### config.mk
export PLATFORM = sky130hd
export DESIGN_NAME = thc_bank
export DESIGN_NICKNAME = d
export VERILOG_FILES = /design/src/thc_pkg.sv /design/src/thc_bank.sv
export SDC_FILE = /design/constraint.sdc
export NUM_CORES = 1
export LEC_CHECK = 0
export ABC_AREA = 1
export BUFFER_PORTS_ARGS = -buffer_cell sky130_fd_sc_hd__buf_2
export CORE_MARGIN = 3
export CORE_UTILIZATION = 50
export CTS_CLUSTER_DIAMETER = 80
export DETAILED_ROUTE_END_ITERATION = 16
export PLACE_DENSITY = 0.73
export SLEW_MARGIN = 20
export SYNTH_ARGS = -nofsm -noshare
export SYNTH_HDL_FRONTEND = slang
export SYNTH_SLANG_ARGS = --single-unit
export TNS_END_PERCENT = 100
### constraint.sdc
create_clock -name pclk -period 1.5 [get_ports pclk]
set_input_delay 0.3 -clock pclk [delete_from_list [all_inputs] [get_ports pclk]]
set_output_delay 0.3 -clock pclk [all_outputs]
set_load 0.05 [all_outputs]
### src/thc_pkg.sv
// constants, carrier types and register map of the transmit error status and counter bank
package thc_pkg;

	// ************************************************************
	// bus geometry
	// ************************************************************
	localparam int unsigned ADDR_W = 12;
	localparam int unsigned DATA_W = 32;
	localparam int unsigned PKT_W  = 24;
	localparam int unsigned BYTE_W = 32;

	// ************************************************************
	// register indices, byte address is four times the index
	// ************************************************************
	localparam logic [7:0] IDX_STATUS      = 8'hC8;
	localparam logic [7:0] IDX_LATCHED     = 8'hC9;
	localparam logic [7:0] IDX_IRQ_ENABLE  = 8'hCA;
	localparam logic [7:0] IDX_IRQ_CLEAR   = 8'hCB;
	localparam logic [7:0] IDX_PKT_B0      = 8'hCC;
	localparam logic [7:0] IDX_PKT_B1      = 8'hCD;
	localparam logic [7:0] IDX_PKT_B2      = 8'hCE;
	localparam logic [7:0] IDX_BYTE_B0     = 8'hD0;
	localparam logic [7:0] IDX_BYTE_B1     = 8'hD1;
	localparam logic [7:0] IDX_BYTE_B2     = 8'hD2;
	localparam logic [7:0] IDX_BYTE_B3     = 8'hD3;
	localparam logic [7:0] IDX_MANUAL      = 8'hD4;
	localparam logic [7:0] IDX_UPD_REQUEST = 8'hD6;
	localparam logic [7:0] IDX_UPD_STATUS  = 8'hD7;

	// ************************************************************
	// fields and values
	// ************************************************************
	localparam int unsigned BIT_FLAG         = 0;
	localparam logic [7:0]  TOTAL_CONTINUOUS = 8'hFF;
	localparam logic [7:0]  CNT_ONE8         = 8'h01;
	localparam logic [23:0] CNT_ONE24        = 24'h000001;
	localparam logic [31:0] CNT_ONE32        = 32'h00000001;

	// ************************************************************
	// carrier types
	// ************************************************************
	typedef struct packed {
		logic              psel;
		logic              penable;
		logic              pwrite;
		logic [ADDR_W-1:0] paddr;
		logic [DATA_W-1:0] pwdata;
	} thc_apb_req_type;

	typedef struct packed {
		logic [DATA_W-1:0] prdata;
		logic              pready;
		logic              pslverr;
	} thc_apb_rsp_type;

	typedef struct packed {
		logic       packet_sent;
		logic       byte_sent;
		logic       errored_packet_sent;
		logic       auto_insert_initiate;
		logic       insertion_disabled;
		logic [7:0] errored_packet_total;
		logic       manual_insert_mode_select;
	} thc_tx_event_type;

	typedef struct packed {
		logic [DATA_W-1:0] prdata;
		logic              pslverr;
		logic              insertion_finished;
		logic              insertion_finished_latched;
		logic              insertion_finished_irq_en;
		logic [7:0]        errored_sent_cnt;
		logic [PKT_W-1:0]  pkt_run;
		logic [PKT_W-1:0]  packet_counter;
		logic [BYTE_W-1:0] byte_run;
		logic [BYTE_W-1:0] byte_counter;
		logic              manual_error_strobe;
		logic              manual_pulse;
		logic              counter_update_request;
		logic              upd_pending;
		logic              counter_update_done;
	} thc_state_type;

	localparam thc_state_type STATE_RESET = '0;

endpackage

### src/thc_bank.sv
// apb register bank for transmit error insertion status and packet and byte counters
`timescale 1ns/1ps
`default_nettype none
module thc_bank (
	input  wire logic                     pclk,
	input  wire logic                     presetn,
	input  wire thc_pkg::thc_apb_req_type apb_req,
	output var  thc_pkg::thc_apb_rsp_type apb_rsp,
	input  wire thc_pkg::thc_tx_event_type tx_ev,
	output logic                          irq,
	output logic                          manual_error_insert
);
	import thc_pkg::*;

	// ************************************************************
	// decode
	// ************************************************************

	// true when a byte address selects the register of this index
	function automatic logic thc_hit(input logic [ADDR_W-1:0] a, input logic [7:0] idx);
		thc_hit = (a == {2'b00, idx, 2'b00});
	endfunction

	// true when a byte address selects any mapped register
	function automatic logic thc_mapped(input logic [ADDR_W-1:0] a);
		thc_mapped = thc_hit(a, IDX_STATUS) | thc_hit(a, IDX_LATCHED)
			| thc_hit(a, IDX_IRQ_ENABLE) | thc_hit(a, IDX_IRQ_CLEAR)
			| thc_hit(a, IDX_PKT_B0) | thc_hit(a, IDX_PKT_B1) | thc_hit(a, IDX_PKT_B2)
			| thc_hit(a, IDX_BYTE_B0) | thc_hit(a, IDX_BYTE_B1)
			| thc_hit(a, IDX_BYTE_B2) | thc_hit(a, IDX_BYTE_B3)
			| thc_hit(a, IDX_MANUAL) | thc_hit(a, IDX_UPD_REQUEST)
			| thc_hit(a, IDX_UPD_STATUS);
	endfunction

	thc_state_type state_reg;
	thc_state_type state_next;

	logic setup_ph;
	logic wr_acc;
	logic rd_acc;
	logic upd_rise;
	logic manual_rise;
	logic fin_set;
	logic fin_clear;
	logic latch_clear;

	// bus phases
	assign setup_ph = apb_req.psel & ~apb_req.penable;
	assign wr_acc   = apb_req.psel & apb_req.penable & apb_req.pwrite;
	assign rd_acc   = apb_req.psel & apb_req.penable & ~apb_req.pwrite;

	// register events decoded at the access edge
	assign upd_rise = wr_acc & thc_hit(apb_req.paddr, IDX_UPD_REQUEST)
		& apb_req.pwdata[BIT_FLAG] & ~state_reg.counter_update_request;
	assign manual_rise = wr_acc & thc_hit(apb_req.paddr, IDX_MANUAL)
		& apb_req.pwdata[BIT_FLAG] & ~state_reg.manual_error_strobe;
	assign latch_clear = (rd_acc & thc_hit(apb_req.paddr, IDX_LATCHED))
		| (wr_acc & thc_hit(apb_req.paddr, IDX_IRQ_CLEAR) & apb_req.pwdata[BIT_FLAG]);

	// finished detection from the errored packet stream
	assign fin_clear = tx_ev.auto_insert_initiate | tx_ev.insertion_disabled;
	assign fin_set   = tx_ev.errored_packet_sent
		& (tx_ev.errored_packet_total != TOTAL_CONTINUOUS)
		& ((state_reg.errored_sent_cnt + CNT_ONE8) == tx_ev.errored_packet_total);

	// ************************************************************
	// next state
	// ************************************************************

	// all register updates in one place
	always_comb begin
		state_next = state_reg;

		// read data and error captured in the setup cycle
		if (setup_ph) begin
			state_next.prdata  = '0;
			state_next.pslverr = ~thc_mapped(apb_req.paddr);
			if (!apb_req.pwrite) begin
				unique case (1'b1)
					thc_hit(apb_req.paddr, IDX_STATUS):
						state_next.prdata[BIT_FLAG] = state_reg.insertion_finished;
					thc_hit(apb_req.paddr, IDX_LATCHED):
						state_next.prdata[BIT_FLAG] = state_reg.insertion_finished_latched;
					thc_hit(apb_req.paddr, IDX_IRQ_ENABLE):
						state_next.prdata[BIT_FLAG] = state_reg.insertion_finished_irq_en;
					thc_hit(apb_req.paddr, IDX_PKT_B0):
						state_next.prdata[7:0] = state_reg.packet_counter[7:0];
					thc_hit(apb_req.paddr, IDX_PKT_B1):
						state_next.prdata[7:0] = state_reg.packet_counter[15:8];
					thc_hit(apb_req.paddr, IDX_PKT_B2):
						state_next.prdata[7:0] = state_reg.packet_counter[23:16];
					thc_hit(apb_req.paddr, IDX_BYTE_B0):
						state_next.prdata[7:0] = state_reg.byte_counter[7:0];
					thc_hit(apb_req.paddr, IDX_BYTE_B1):
						state_next.prdata[7:0] = state_reg.byte_counter[15:8];
					thc_hit(apb_req.paddr, IDX_BYTE_B2):
						state_next.prdata[7:0] = state_reg.byte_counter[23:16];
					thc_hit(apb_req.paddr, IDX_BYTE_B3):
						state_next.prdata[7:0] = state_reg.byte_counter[31:24];
					thc_hit(apb_req.paddr, IDX_MANUAL):
						state_next.prdata[BIT_FLAG] = state_reg.manual_error_strobe;
					thc_hit(apb_req.paddr, IDX_UPD_REQUEST):
						state_next.prdata[BIT_FLAG] = state_reg.counter_update_request;
					thc_hit(apb_req.paddr, IDX_UPD_STATUS):
						state_next.prdata[BIT_FLAG] = state_reg.counter_update_done;
					default:
						state_next.prdata = '0;
				endcase
			end
		end

		// plain control bits written at the access edge
		if (wr_acc && thc_hit(apb_req.paddr, IDX_IRQ_ENABLE)) begin
			state_next.insertion_finished_irq_en = apb_req.pwdata[BIT_FLAG];
		end
		if (wr_acc && thc_hit(apb_req.paddr, IDX_MANUAL)) begin
			state_next.manual_error_strobe = apb_req.pwdata[BIT_FLAG];
		end
		if (wr_acc && thc_hit(apb_req.paddr, IDX_UPD_REQUEST)) begin
			state_next.counter_update_request = apb_req.pwdata[BIT_FLAG];
		end

		// errored packet tally and live finished flag, new run or disable wins
		if (fin_clear) begin
			state_next.errored_sent_cnt   = '0;
			state_next.insertion_finished = 1'b0;
		end else if (tx_ev.errored_packet_sent) begin
			state_next.errored_sent_cnt = state_reg.errored_sent_cnt + CNT_ONE8;
			if (fin_set) begin
				state_next.insertion_finished = 1'b1;
			end
		end

		// latched flag, a new rise beats a read or a clear in the same cycle
		if (state_next.insertion_finished && !state_reg.insertion_finished) begin
			state_next.insertion_finished_latched = 1'b1;
		end else if (latch_clear) begin
			state_next.insertion_finished_latched = 1'b0;
		end

		// running counters, an event on the update edge starts the new count at one
		if (upd_rise) begin
			state_next.packet_counter = state_reg.pkt_run;
			state_next.byte_counter   = state_reg.byte_run;
			state_next.pkt_run  = tx_ev.packet_sent ? CNT_ONE24 : '0;
			state_next.byte_run = tx_ev.byte_sent ? CNT_ONE32 : '0;
		end else begin
			if (tx_ev.packet_sent) begin
				state_next.pkt_run = state_reg.pkt_run + CNT_ONE24;
			end
			if (tx_ev.byte_sent) begin
				state_next.byte_run = state_reg.byte_run + CNT_ONE32;
			end
		end

		// update status low during the update, set one cycle after the load
		state_next.upd_pending = upd_rise;
		if (state_reg.upd_pending) begin
			state_next.counter_update_done = 1'b1;
		end else if (upd_rise) begin
			state_next.counter_update_done = 1'b0;
		end else if (wr_acc && thc_hit(apb_req.paddr, IDX_UPD_REQUEST)
			&& !apb_req.pwdata[BIT_FLAG]) begin
			state_next.counter_update_done = 1'b0;
		end

		// one cycle error pulse on a gated strobe edge
		state_next.manual_pulse = manual_rise & tx_ev.manual_insert_mode_select;
	end

	// ************************************************************
	// state register
	// ************************************************************

	// single state flop bank
	always_ff @(posedge pclk or negedge presetn) begin
		if (!presetn) begin
			state_reg <= STATE_RESET;
		end else begin
			state_reg <= state_next;
		end
	end

	// ************************************************************
	// outputs
	// ************************************************************

	// bus answer, zero wait states after the setup cycle
	assign apb_rsp.prdata  = state_reg.prdata;
	assign apb_rsp.pslverr = state_reg.pslverr & apb_req.psel & apb_req.penable;
	assign apb_rsp.pready  = apb_req.psel & apb_req.penable;

	// interrupt level and error strobe
	assign irq = state_reg.insertion_finished_latched
		& state_reg.insertion_finished_irq_en;
	assign manual_error_insert = state_reg.manual_pulse;
endmodule
`default_nettype wire

# After elaboration in Yosys (flattened, before gate mapping)
# Index checks and enable logic that the tools add are counted.
[totals]
ramBits = 0
mem_bits_ro = 0
elab_cells = 104
latch_bits = 0
output_inout_bits = 36
regBits = 161
memories = 0
input_bits = 63
[op_classes]
muxes = 19
n_reduce_logical = 12
bitwise_logic = 39
n_eq_ne = 16
shift = 0
multipliers = 0
n_addsub = 3
div = 0
magnitude_cmp = 0
[op_table]
columns = ["op", "count"]
rows = [
  ["$eq 12x10->1 const B", 14],
  ["$mux 32", 2],
  ["$pmux 7 s7", 1],
  ["$mux 24", 2],
  ["$add 32x1->32 const B", 1],
  ["$add 24x1->24 const B", 1],
  ["$mux 8", 3],
  ["$and 1x1->1", 19],
  ["$or 1x1->1", 15],
  ["$pmux 1 s13", 1],
  ["$mux 1", 10],
  ["$add 8x1->8 const B", 1],
  ["$eq 8x8->1", 1],
  ["$ne 8x8->1 const B", 1],
  ["$reduce_bool 2->1", 4],
  ["$logic_and 1x1->1", 5],
  ["$not 1->1", 5],
  ["$reduce_bool 3->1", 1],
  ["$logic_not 1->1", 2],
]

# Logic depth before layout (Yosys ltp)
# Gate-level depths: netlist of run 1.
[logic_depth]
depth_word = 15
ltp_mapped = 13
ltp_nobuf = 12

# Least setup slack after synthesis of run 1
# Ideal clock, no wire load.
[synth_path]
path_type = "register to register"
startpoint = "reg state_reg[37] (netlist bit)"
endpoint = "reg state_reg[59] (netlist bit)"
path_stages_with_launch = 11
slack_ns = -0.091
t_required_ns = 1.383
t_arrival_ns = 1.474
setup_ns = 0.117
path_buffers = 0
path_cell_list = "dfrtp_1 > ha_1 > nand3_1 > nor2_2 > nand3_2 > nor2_4 > nand2_4 > nor2_4 > nand2_1 > nor2_1 > nor2_1"
[synth_between]
elab_chain_len = 3
[synth_lines]
columns = ["element", "line", "text"]
rows = [
  ["start, declared", "thc_bank.sv:35", "thc_state_type state_reg;"],
  ["start signal, assigned", "thc_bank.sv:180", "state_reg <= state_next;"],
  ["$add 32x1->32", "thc_bank.sv:152", "state_next.byte_run = state_reg.byte_run + CNT_ONE32;"],
  ["$mux 32", "thc_bank.sv:151", "if (tx_ev.byte_sent) begin"],
  ["$mux 32", "thc_bank.sv:142", "if (upd_rise) begin"],
]
# Every way passes these cells. The select of a mux whose other input is x is not followed.
# A chain may end at the register's enable or synchronous reset.

# Worst setup path in the final report of run 1
[layout_path]
startpoint = "reg state_reg[38] (netlist bit)"
endpoint = "reg state_reg[51] (netlist bit)"
# Same word-level chain as after synthesis.

==> results of run 1 <==
cell families after synthesis:
| family | count (synthesis) | synth area share [%] |
|---|---|---|
| simple gates | 648 | 36.3 |
| buf+inv | 180 | 10.8 |
| flops | 137 | 43.0 |
| other cells | 1 | 0.0471 |
| xor+xnor | 13 | 1.43 |
| compound gates | 120 | 7.92 |
| fa+ha+maj | 3 | 0.471 |
power breakdown:
group | switching, mW | internal, mW
clock | 1.54 | 2.34
sequential | 0.204 | 3.89
combinational | 1.02 | 0.739
path summary, 6_finish.rpt:
path | start | endpoint | depth (start not counted) | slack [ns]
max reg2reg | state_reg[38]$_DFFE_PN0P_ | state_reg[51]$_DFFE_PN0P_ | 10 | -0.14
min | tx_ev[0] | manual_error_insert$_DFF_PN0_ | 2 | 0.14
min reg2reg | state_reg[1]$_DFF_PN0_ | state_reg[0]$_DFFE_PN0P_ | 1 | 0.44
min in group asynchronous | presetn | state_reg[121]$_DFFE_PN0P_ | 2 | 0.34
max in group asynchronous | presetn | state_reg[104]$_DFFE_PN0P_ | 3 | 0.62
max | state_reg[38]$_DFFE_PN0P_ | state_reg[51]$_DFFE_PN0P_ | 10 | -0.14
layer usage:
| metal | vias up | global-route usage [%] | part of all wire (%) |
|---|---|---|---|
| met4 | 0 | 8.31 | 2.7 |
| met1 | 3773 | 34.3 | 43 |
| li1 | 3836 | - | - |
| met2 | 344 | 40.3 | 48 |
| met3 | 47 | 5.08 | 7.0 |
| met5 | - | 0 | 0 |
cell type report:
cell class | instances | area, um^2
Clock buffer | 22 | 464
Clock inverter | 9 | 75.1
Fill cell | 1220 | 5080
Inverter | 122 | 463
Multi-Input combinational cell | 808 | 4210
Sequential cell | 137 | 3430
Tap cell | 211 | 264
Timing Repair Buffer | 186 | 1380
through the flow:
step	hold slack, ns	worst slack [ns]	setup TNS, ns
finish	0.139	-0.143	-1.27
global route	0.136	-0.225	-4.28
CTS	0.122	-0.0734	-0.674
detailed placement	0.210	-0.235	-19.70
global placement	0.211	-0.219	-15.58
floorplan	0.00441	-0.0547	-0.0960
critical path: stages (launching register included):
cell     delay, ns
dfrtp_1       0.34
buf_4         0.12
ha_4          0.14
nand3_4       0.08
nor2_4        0.11
nand3_2       0.11
nor2_4        0.13
nand2_4       0.11
buf_4         0.16
a21oi_2       0.13
o21a_1        0.15
timing repair:
item,4_1_cts,5_1_grt
endpoints found under the hold margin,27,0
hold buffers,1,0
cloned,0,0
pin swaps,20,32
gates resized for setup,38,99
setup buffers,6,18
setup endpoints to repair,27,46
placed cells by master, fill, tap and decap left out, drive strengths merged, types with 2 or more instances in the layout:
cell type  count
dfrtp        137
a21oi         31
xor2          12
nand3b         2
nand2        337
nand4         19
conb          24
nor4           3
inv          121
and3           2
o21ai         75
buf          184
a31oi          4
nand3        117
nor3          38
clkinv         7
ha             3
a211oi         2
nor3b          2
clkinvlp       2
nor2         128
o22ai          4
clkbuf        23
==> metrics.yaml, run 1 <==
hold_path_class: "input pin to register"
fin_area_mm2: 0.0103
syn_inst: 1102
fmax_mhz: 609
drv_cap: 0
cp.arrival_ns: 2.00
syn-cell-area_mm2: 0.00797
stdcell_count: 1495
grt_pass1_wl_um: 35800
hpwlAfterDp_um: 15900
vias: 8000
yosysSeqAreaShare_pct: 43.0
grt_max_degree: 38
yosysWarnings: 0
setup_viol: 20
async_reset_ff_share_pct: 100
antenna_left: 0
htree_num_levels: 4
fin_util_pct: 66.9
synthTopCellsByCount: "nand2_1 (331), dfrtp_1 (137), inv_1 (116), nor2_1 (116), nand3_1 (107)"
hold_viol: 0
drive_gt1_share_pct: 27.3
io_buffers: 43
root_buffer: "clkbuf_16"
gp_congestion: 0.931
clk_latency_ns: 0.42
ir_drop_mv: 0.813
initial_utilization_pct: 51.8
min_period_over_period_pct: 110
overflow: 0
initialDrtViolationCount: 650
coreArea_mm2: 0.0154
grt_use_total_pct: 25.1
wire_per_inst_um: 15.2
place_area_mm2: 0.00911
drc_errors: 0
worstPathRequired_ns: 1.86
dp_cells: 1439
clk_path_buf_depth: 2
syn_to_final_growth_pct: 29.2
io_pins: 99
period_needed_ns: 1.64
yosys_register_bits: 137
synth_top_area_share_pct: 43.0
synthDistinctLibCells: 43
avgViaCountPerCell: 5.35
die_w_um: 132
crit_type: "register to register"
cts_tree: "built"
end_kind: "register"
fin_skew_ns: 0.00937
drv_slew: 0
antenna_found_initial: 0
nets: 1338
largest_reg_flops: 128
yosys.area.top_type: "dfrtp_1"
synth_edf_count: 0
yosys-top-cells-area: "dfrtp_1 (43%), nand2_1 (16%), nand3_1 (6.7%), inv_1 (5.5%), nor2_1 (5.5%)"
worst_slack_ns: -0.143
cts_sinks: 137
synth_top_flop_cell: "dfrtp_1"
failed_checks: "setup timing"
cts_made_buffers: 17
grt_pass1_vias: 7311
clk_pin_slew_ns: 0.06
n_antenna_cell: 0
status: "complete, but fails checks"
first_pass_iters: 7
yosysMostFrequentCell: "nand2_1"
dieArea_mm2: 0.0175
crit_path_max_fanout: 7
start_kind: "register"
p_leak_nw: 5.21
pwr_density_cell_mw_per_mm2: 946
die_h_um: 132
rsz0062_at_grt: "true"
fp-row-count: 45
syn_area_per_cell_um2: 7.23
wirelength_um: 22700
p_total_mw: 9.73
(Power assumes the default switching activity.)
==> run 2, diff against run 1 <==
RECOVER_POWER = 25   (was default)
REMOVE_ABC_BUFFERS = 1   (was default)
==> metrics.yaml, run 2 (synthesized netlist as in run 1, its figures left out) <==
antenna_left: 0  # unchanged
clk_latency_ns: 0.43  # was 0.42 ns
cp.arrival_ns: 1.94  # was 2.00 ns
fin_area_mm2: 0.0102  # was 0.0103 mm^2
wire_per_inst_um: 15.1  # was 15.2 um
dr_wl_met2_um: 10700  # was 10,800 um
wirelength_um: 22400  # was 22,700 um
drc_errors: 0  # unchanged
setup_viol: 26  # was 20
p_sw_mw: 2.82  # was 2.77 mW
n_antenna_cell: 0  # unchanged
antenna_found_initial: 0  # unchanged
place_area_mm2: 0.00906  # was 0.00911 mm^2
coreArea_mm2: 0.0154  # unchanged
met1_length_um: 9840  # was 9670 um
internal_power_mw: 7.21  # was 6.96 mW
gp_congestion: 0.955  # was 0.931
start_kind: "register"  # unchanged
hold_path_class: "input pin to register"  # unchanged
rsz0062_at_grt: "true"  # unchanged
route.top_layer_used: "met4"  # unchanged
grt_max_degree: 40  # was 38
final_cell_mix: "nand2_1 (317), dfrtp_1 (136), buf_4 (118)"  # was nand2_1 (312), dfrtp_1 (133), buf_4 (132)
worstMarginPinSlew_ns: 0.736
htree_num_levels: 4  # unchanged
pwr_density_cell_mw_per_mm2: 987  # was 946 mW/mm^2
clk_pin_slew_ns: 0.06  # about the same
fin_skew_ns: 0.0118  # was 0.00937 ns
relSlewSlack_pct: 50.9
status: "complete, but fails checks"  # unchanged
nets: 1327  # was 1,338
fp-row-count: 45  # unchanged
hold_viol: 0  # unchanged
dieArea_mm2: 0.0175  # unchanged
min_period_over_period_pct: 109  # was 110%
crit_path_max_fanout: 3  # was 7
period_needed_ns: 1.64  # about the same
cts_made_buffers: 17  # unchanged
comb_power_share_pct: 16.2  # was 18.1%
pwr-share-seq_pct: 40.5  # was 42.0%
drv_slew: 0  # unchanged
clkPwrFrac_pct: 43.3  # was 39.9%
root_buffer: "clkbuf_16"  # unchanged
clk_path_buf_depth: 2  # unchanged
dr_wl_met3_um: 1300  # was 1600 um
stdcell_count: 1485  # was 1,495
crit_type: "register to register"  # unchanged
avgViaCountPerCell: 5.26  # was 5.35
end_kind: "register"  # unchanged
die_h_um: 132  # unchanged
initial_utilization_pct: 51.8  # unchanged
largest_reg_flops: 128  # unchanged
io_buffers: 43  # unchanged
worst_slack_ns: -0.135  # was -0.143 ns
die_w_um: 132  # unchanged
grt_pass1_vias: 7417  # was 7,311
dp_cells: 1438  # was 1,439
grt_use_total_pct: 25.3  # was 25.1%
vias: 7818  # was 8,000
fmax_mhz: 611  # was 609 MHz
cts_tree: "built"  # unchanged
overflow: 0  # unchanged
hpwlAfterDp_um: 16100  # was 15,900 um
failed_checks: "setup timing"  # unchanged
grt_pass1_wl_um: 35900  # was 35,800 um
ir_drop_mv: 0.847  # was 0.813 mV
cts_sinks: 137  # unchanged
initialDrtViolationCount: 527  # was 650
p_leak_nw: 5.18  # was 5.21 nW
drive_gt1_share_pct: 25.4  # was 27.3%
drv_cap: 0  # unchanged
syn_to_final_growth_pct: 27.6  # was 29.2%
first_pass_iters: 5  # was 7
io_pins: 99  # unchanged
sw_frac_of_total_pct: 28.1  # was 28.5%
final_common_cell: "nand2_1"  # unchanged
worstPathRequired_ns: 1.81  # was 1.86 ns
[run 2: power by group through the flow]
stage                     Combinational, mW  Clock [mW]  Sequential, mW
after floorplan                       0.692           0            4.10
after global placement                 1.39           0            4.08
after detailed placement               1.42           0            4.09
after CTS                              1.50        4.37            4.03
after global routing                   1.78        4.55            4.08
final                                  1.63        4.34            4.06
[run 2: worst paths after layout]
path | start | slack, ns | depth (start not counted) | to
min in group asynchronous | presetn | 0.48 | 2 | state_reg[123]$_DFFE_PN0P_
max in group asynchronous | presetn | 0.20 | 3 | state_reg[39]$_DFFE_PN0P_
worst max-delay path | state_reg[93]$_DFFE_PN0P_ | -0.14 | 8 | state_reg[108]$_DFFE_PN0P_
worst max register to register | state_reg[93]$_DFFE_PN0P_ | -0.14 | 8 | state_reg[108]$_DFFE_PN0P_
worst min-delay path | tx_ev[0] | 0.12 | 2 | manual_error_insert$_DFF_PN0_
worst min register to register | state_reg[1]$_DFF_PN0_ | 0.44 | 1 | state_reg[0]$_DFFE_PN0P_
[run 2: final cells by class]
| cell class | count | area, um^2 |
|---|---|---|
| fillers | 1295 | 5200 |
| multi-input cells | 808 | 4130 |
| flip-flops and latches | 137 | 3430 |
| repair buffers | 175 | 1270 |
| inverters | 122 | 465 |
| clock buffers | 21 | 460 |
| well taps | 211 | 264 |
| clock inverters | 11 | 145 |
[run 2: stage by stage]
step | utilization, % | TNS [ns] | setup slack, ns | power (mW) | hold slack [ns]
floorplan | - | -163.30 | -1.94 | 4.79 | 0.00441
global placement | 58.9 | -19.24 | -0.289 | 5.48 | 0.189
detailed placement | 58.9 | -22.69 | -0.350 | 5.51 | 0.189
CTS | 64.1 | -1.04 | -0.100 | 9.90 | 0.107
global route | 66.1 | -4.60 | -0.216 | 10.4 | 0.120
finish | 66.1 | -1.35 | -0.135 | 10.0 | 0.118
[run 2: worst max-delay path, stage by stage (launching register included)]
cell and delay (ns):
dfrtp_1 0.40, buf_6 0.13, nand3_4 0.08, nor2_4 0.12
nand4_1 0.24, nor2_2 0.24, nand3_1 0.11, o21ai_1 0.14
a21oi_1 0.05
[run 2: what timing repair did]
action | 4_1_cts | 5_1_grt
setup buffers | 6 | 8
setup endpoints to repair | 25 | 53
cloned | 0 | 0
gates resized for setup | 39 | 82
endpoints found under the hold margin | 22 | 0
pin swaps | 17 | 40
hold buffers | 1 | 0
[run 2: routing by layer]
layer	vias up	global-route usage [%]
met3	50	5.08
met1	3681	34.0
met5	-	0
met4	0	8.14
li1	3826	-
met2	261	41.3
==> run 3, diff against run 2 <==
CTS_CLUSTER_SIZE = 40   (was default)
GPL_ROUTABILITY_DRIVEN = 0   (was default)
SETUP_SLACK_MARGIN = 0.02   (was default)
==> metrics.yaml, run 3 (synthesized netlist as in run 1, its figures left out) <==
failed_checks: "setup timing"  # unchanged
cts_made_buffers: 17  # unchanged
grt_pass1_wl_um: 36700  # was 35,900 um
place_area_mm2: 0.00910  # was 0.00906 mm^2
final_cell_mix: "nand2_1 (310), buf_4 (133), dfrtp_1 (132)"  # was nand2_1 (317), dfrtp_1 (136), buf_4 (118)
period_needed_ns: 1.62  # was 1.64 ns
worstMarginPinSlew_ns: 0.564  # was 0.736 ns
fin_util_pct: 69.0  # was 66.1%
syn_to_final_growth_pct: 33.2  # was 27.6%
ir_drop_mv: 0.835  # was 0.847 mV
wire_per_inst_um: 15.8  # was 15.1 um
min_period_over_period_pct: 108  # was 109%
rsz0062_at_grt: "true"  # unchanged
fin_tns_setup_ns: -1.40  # was -1.35 ns
end_kind: "register"  # unchanged
drive_gt1_share_pct: 28.7  # was 25.4%
clk_latency_ns: 0.42  # was 0.43 ns
root_buffer: "clkbuf_16"  # unchanged
start_kind: "register"  # unchanged
antenna_found_initial: 0  # unchanged
grt_pass1_vias: 7443  # was 7,417
fin_skew_ns: 0.00980  # was 0.0118 ns
crit_type: "register to register"  # unchanged
fp-row-count: 45  # unchanged
largest_reg_flops: 128  # unchanged
io_buffers: 43  # unchanged
die_h_um: 132  # unchanged
drv_cap: 0  # unchanged
hold_path_class: "input pin to register"  # unchanged
initial_utilization_pct: 51.8  # unchanged
status: "complete, but fails checks"  # unchanged
worst_slack_ns: -0.120  # was -0.135 ns
p_sw_mw: 2.93  # was 2.82 mW
cts_tree: "built"  # unchanged
clkPwrFrac_pct: 44.8  # was 43.3%
coreArea_mm2: 0.0154  # unchanged
first_pass_iters: 5  # unchanged
cp.arrival_ns: 1.95  # was 1.94 ns
initialDrtViolationCount: 821  # was 527
fin_area_mm2: 0.0106  # was 0.0102 mm^2
comb_power_share_pct: 16.9  # was 16.2%
clk_pin_slew_ns: 0.06  # about the same
dieArea_mm2: 0.0175  # unchanged
hold_viol: 0  # unchanged
clk_path_buf_depth: 2  # unchanged
cts_sinks: 137  # unchanged
sw_frac_of_total_pct: 27.4  # was 28.1%
final_common_cell: "nand2_1"  # unchanged
fmax_mhz: 617  # was 611 MHz
grt_max_degree: 48  # was 40
worstPathRequired_ns: 1.83  # was 1.81 ns
internal_power_mw: 7.76  # was 7.21 mW
antenna_left: 0  # unchanged
io_pins: 99  # unchanged
nets: 1348  # was 1,327
die_w_um: 132  # unchanged
vias: 8131  # was 7,818
num-fill-cells: 1159  # was 1,295
hpwlAfterDp_um: 16100  # about the same
overflow: 0  # unchanged
n_antenna_cell: 0  # unchanged
crit_path_max_fanout: 3  # unchanged
setup_viol: 25  # was 26
pwr-share-seq_pct: 38.3  # was 40.5%
htree_num_levels: 4  # unchanged
p_total_mw: 10.7  # was 10.0 mW
p_leak_nw: 5.40  # was 5.18 nW
drc_errors: 0  # unchanged
avgViaCountPerCell: 5.41  # was 5.26
grt_use_total_pct: 25.8  # was 25.3%
drv_slew: 0  # unchanged
relSlewSlack_pct: 62.4  # was 50.9%
pwr_density_cell_mw_per_mm2: 1010  # was 987 mW/mm^2
wirelength_um: 23700  # was 22,400 um
worst_hold_slack_ns: 0.144  # was 0.118 ns
## run 3: metrics by stage
step / setup WS (ns) / std cells
6_report: -0.120 / 1504
5_1_grt: -0.212 / 1504
4_1_cts: -0.0789 / 1483
3_5_place_dp: -0.324 / 1442
3_3_place_gp: -0.273 / 1442
2_1_floorplan: -1.94 / 1067
## run 3: final cells by class
class	instances	area (um^2)	area share, %
multi-input combinational	808	4300	40.6
sequential	137	3430	32.4
timing repair buffer	196	1480	13.9
inverter	122	467	4.40
clock buffer	18	439	4.14
tap	211	264	2.49
clock inverter	12	223	2.10
## run 3: critical path, cell delays in order, from the launching register on
cell      delay [ns]
dfrtp_1         0.37
ha_2            0.23
nand2_4         0.08
nor2_4          0.14
nand2_2         0.10
buf_4           0.14
buf_6           0.12
nor2_4          0.10
a21oi_1         0.08
a211oi_1        0.16
## run 3: layer usage
metal  track usage (%)  routed length, um  vias to the layer above  share of wire [%]
met4              9.99                736                        0                3.1
met3              4.58               1670                       65                7.0
met2              41.2              11200                      376                 47
li1                  -                  -                     3861                  -
met1              35.1              10100                     3829                 42
met5                 0                  0                        -                  0
## run 3: timing repair
action,4_1_cts,5_1_grt
setup endpoints to repair,29,62
pin swaps,24,44
endpoints found under the hold margin,20,0
resized for setup,85,92
hold buffers,1,0
setup buffers,10,23
## run 3: power by group through the flow
| stage | combinational, mW | clock [mW] | sequential (mW) |
|---|---|---|---|
| finish | 1.81 | 4.79 | 4.09 |
| global route | 1.96 | 4.99 | 4.11 |
| CTS | 1.63 | 4.80 | 4.05 |
| detailed placement | 1.43 | 0 | 4.09 |
| global placement | 1.40 | 0 | 4.08 |
| floorplan | 0.692 | 0 | 4.10 |
## run 3: final timing paths
path | endpoint | from | slack [ns] | cells past startpoint
setup / recovery | state_reg[107]$_DFFE_PN0P_ | state_reg[93]$_DFFE_PN0P_ | -0.12 | 9
hold / removal | manual_error_insert$_DFF_PN0_ | tx_ev[0] | 0.14 | 2
setup reg to reg | state_reg[107]$_DFFE_PN0P_ | state_reg[93]$_DFFE_PN0P_ | -0.12 | 9
hold reg to reg | state_reg[0]$_DFFE_PN0P_ | state_reg[1]$_DFF_PN0_ | 0.45 | 1
max in group asynchronous | state_reg[105]$_DFFE_PN0P_ | presetn | 0.11 | 3
min in group asynchronous | state_reg[121]$_DFFE_PN0P_ | presetn | 0.40 | 2
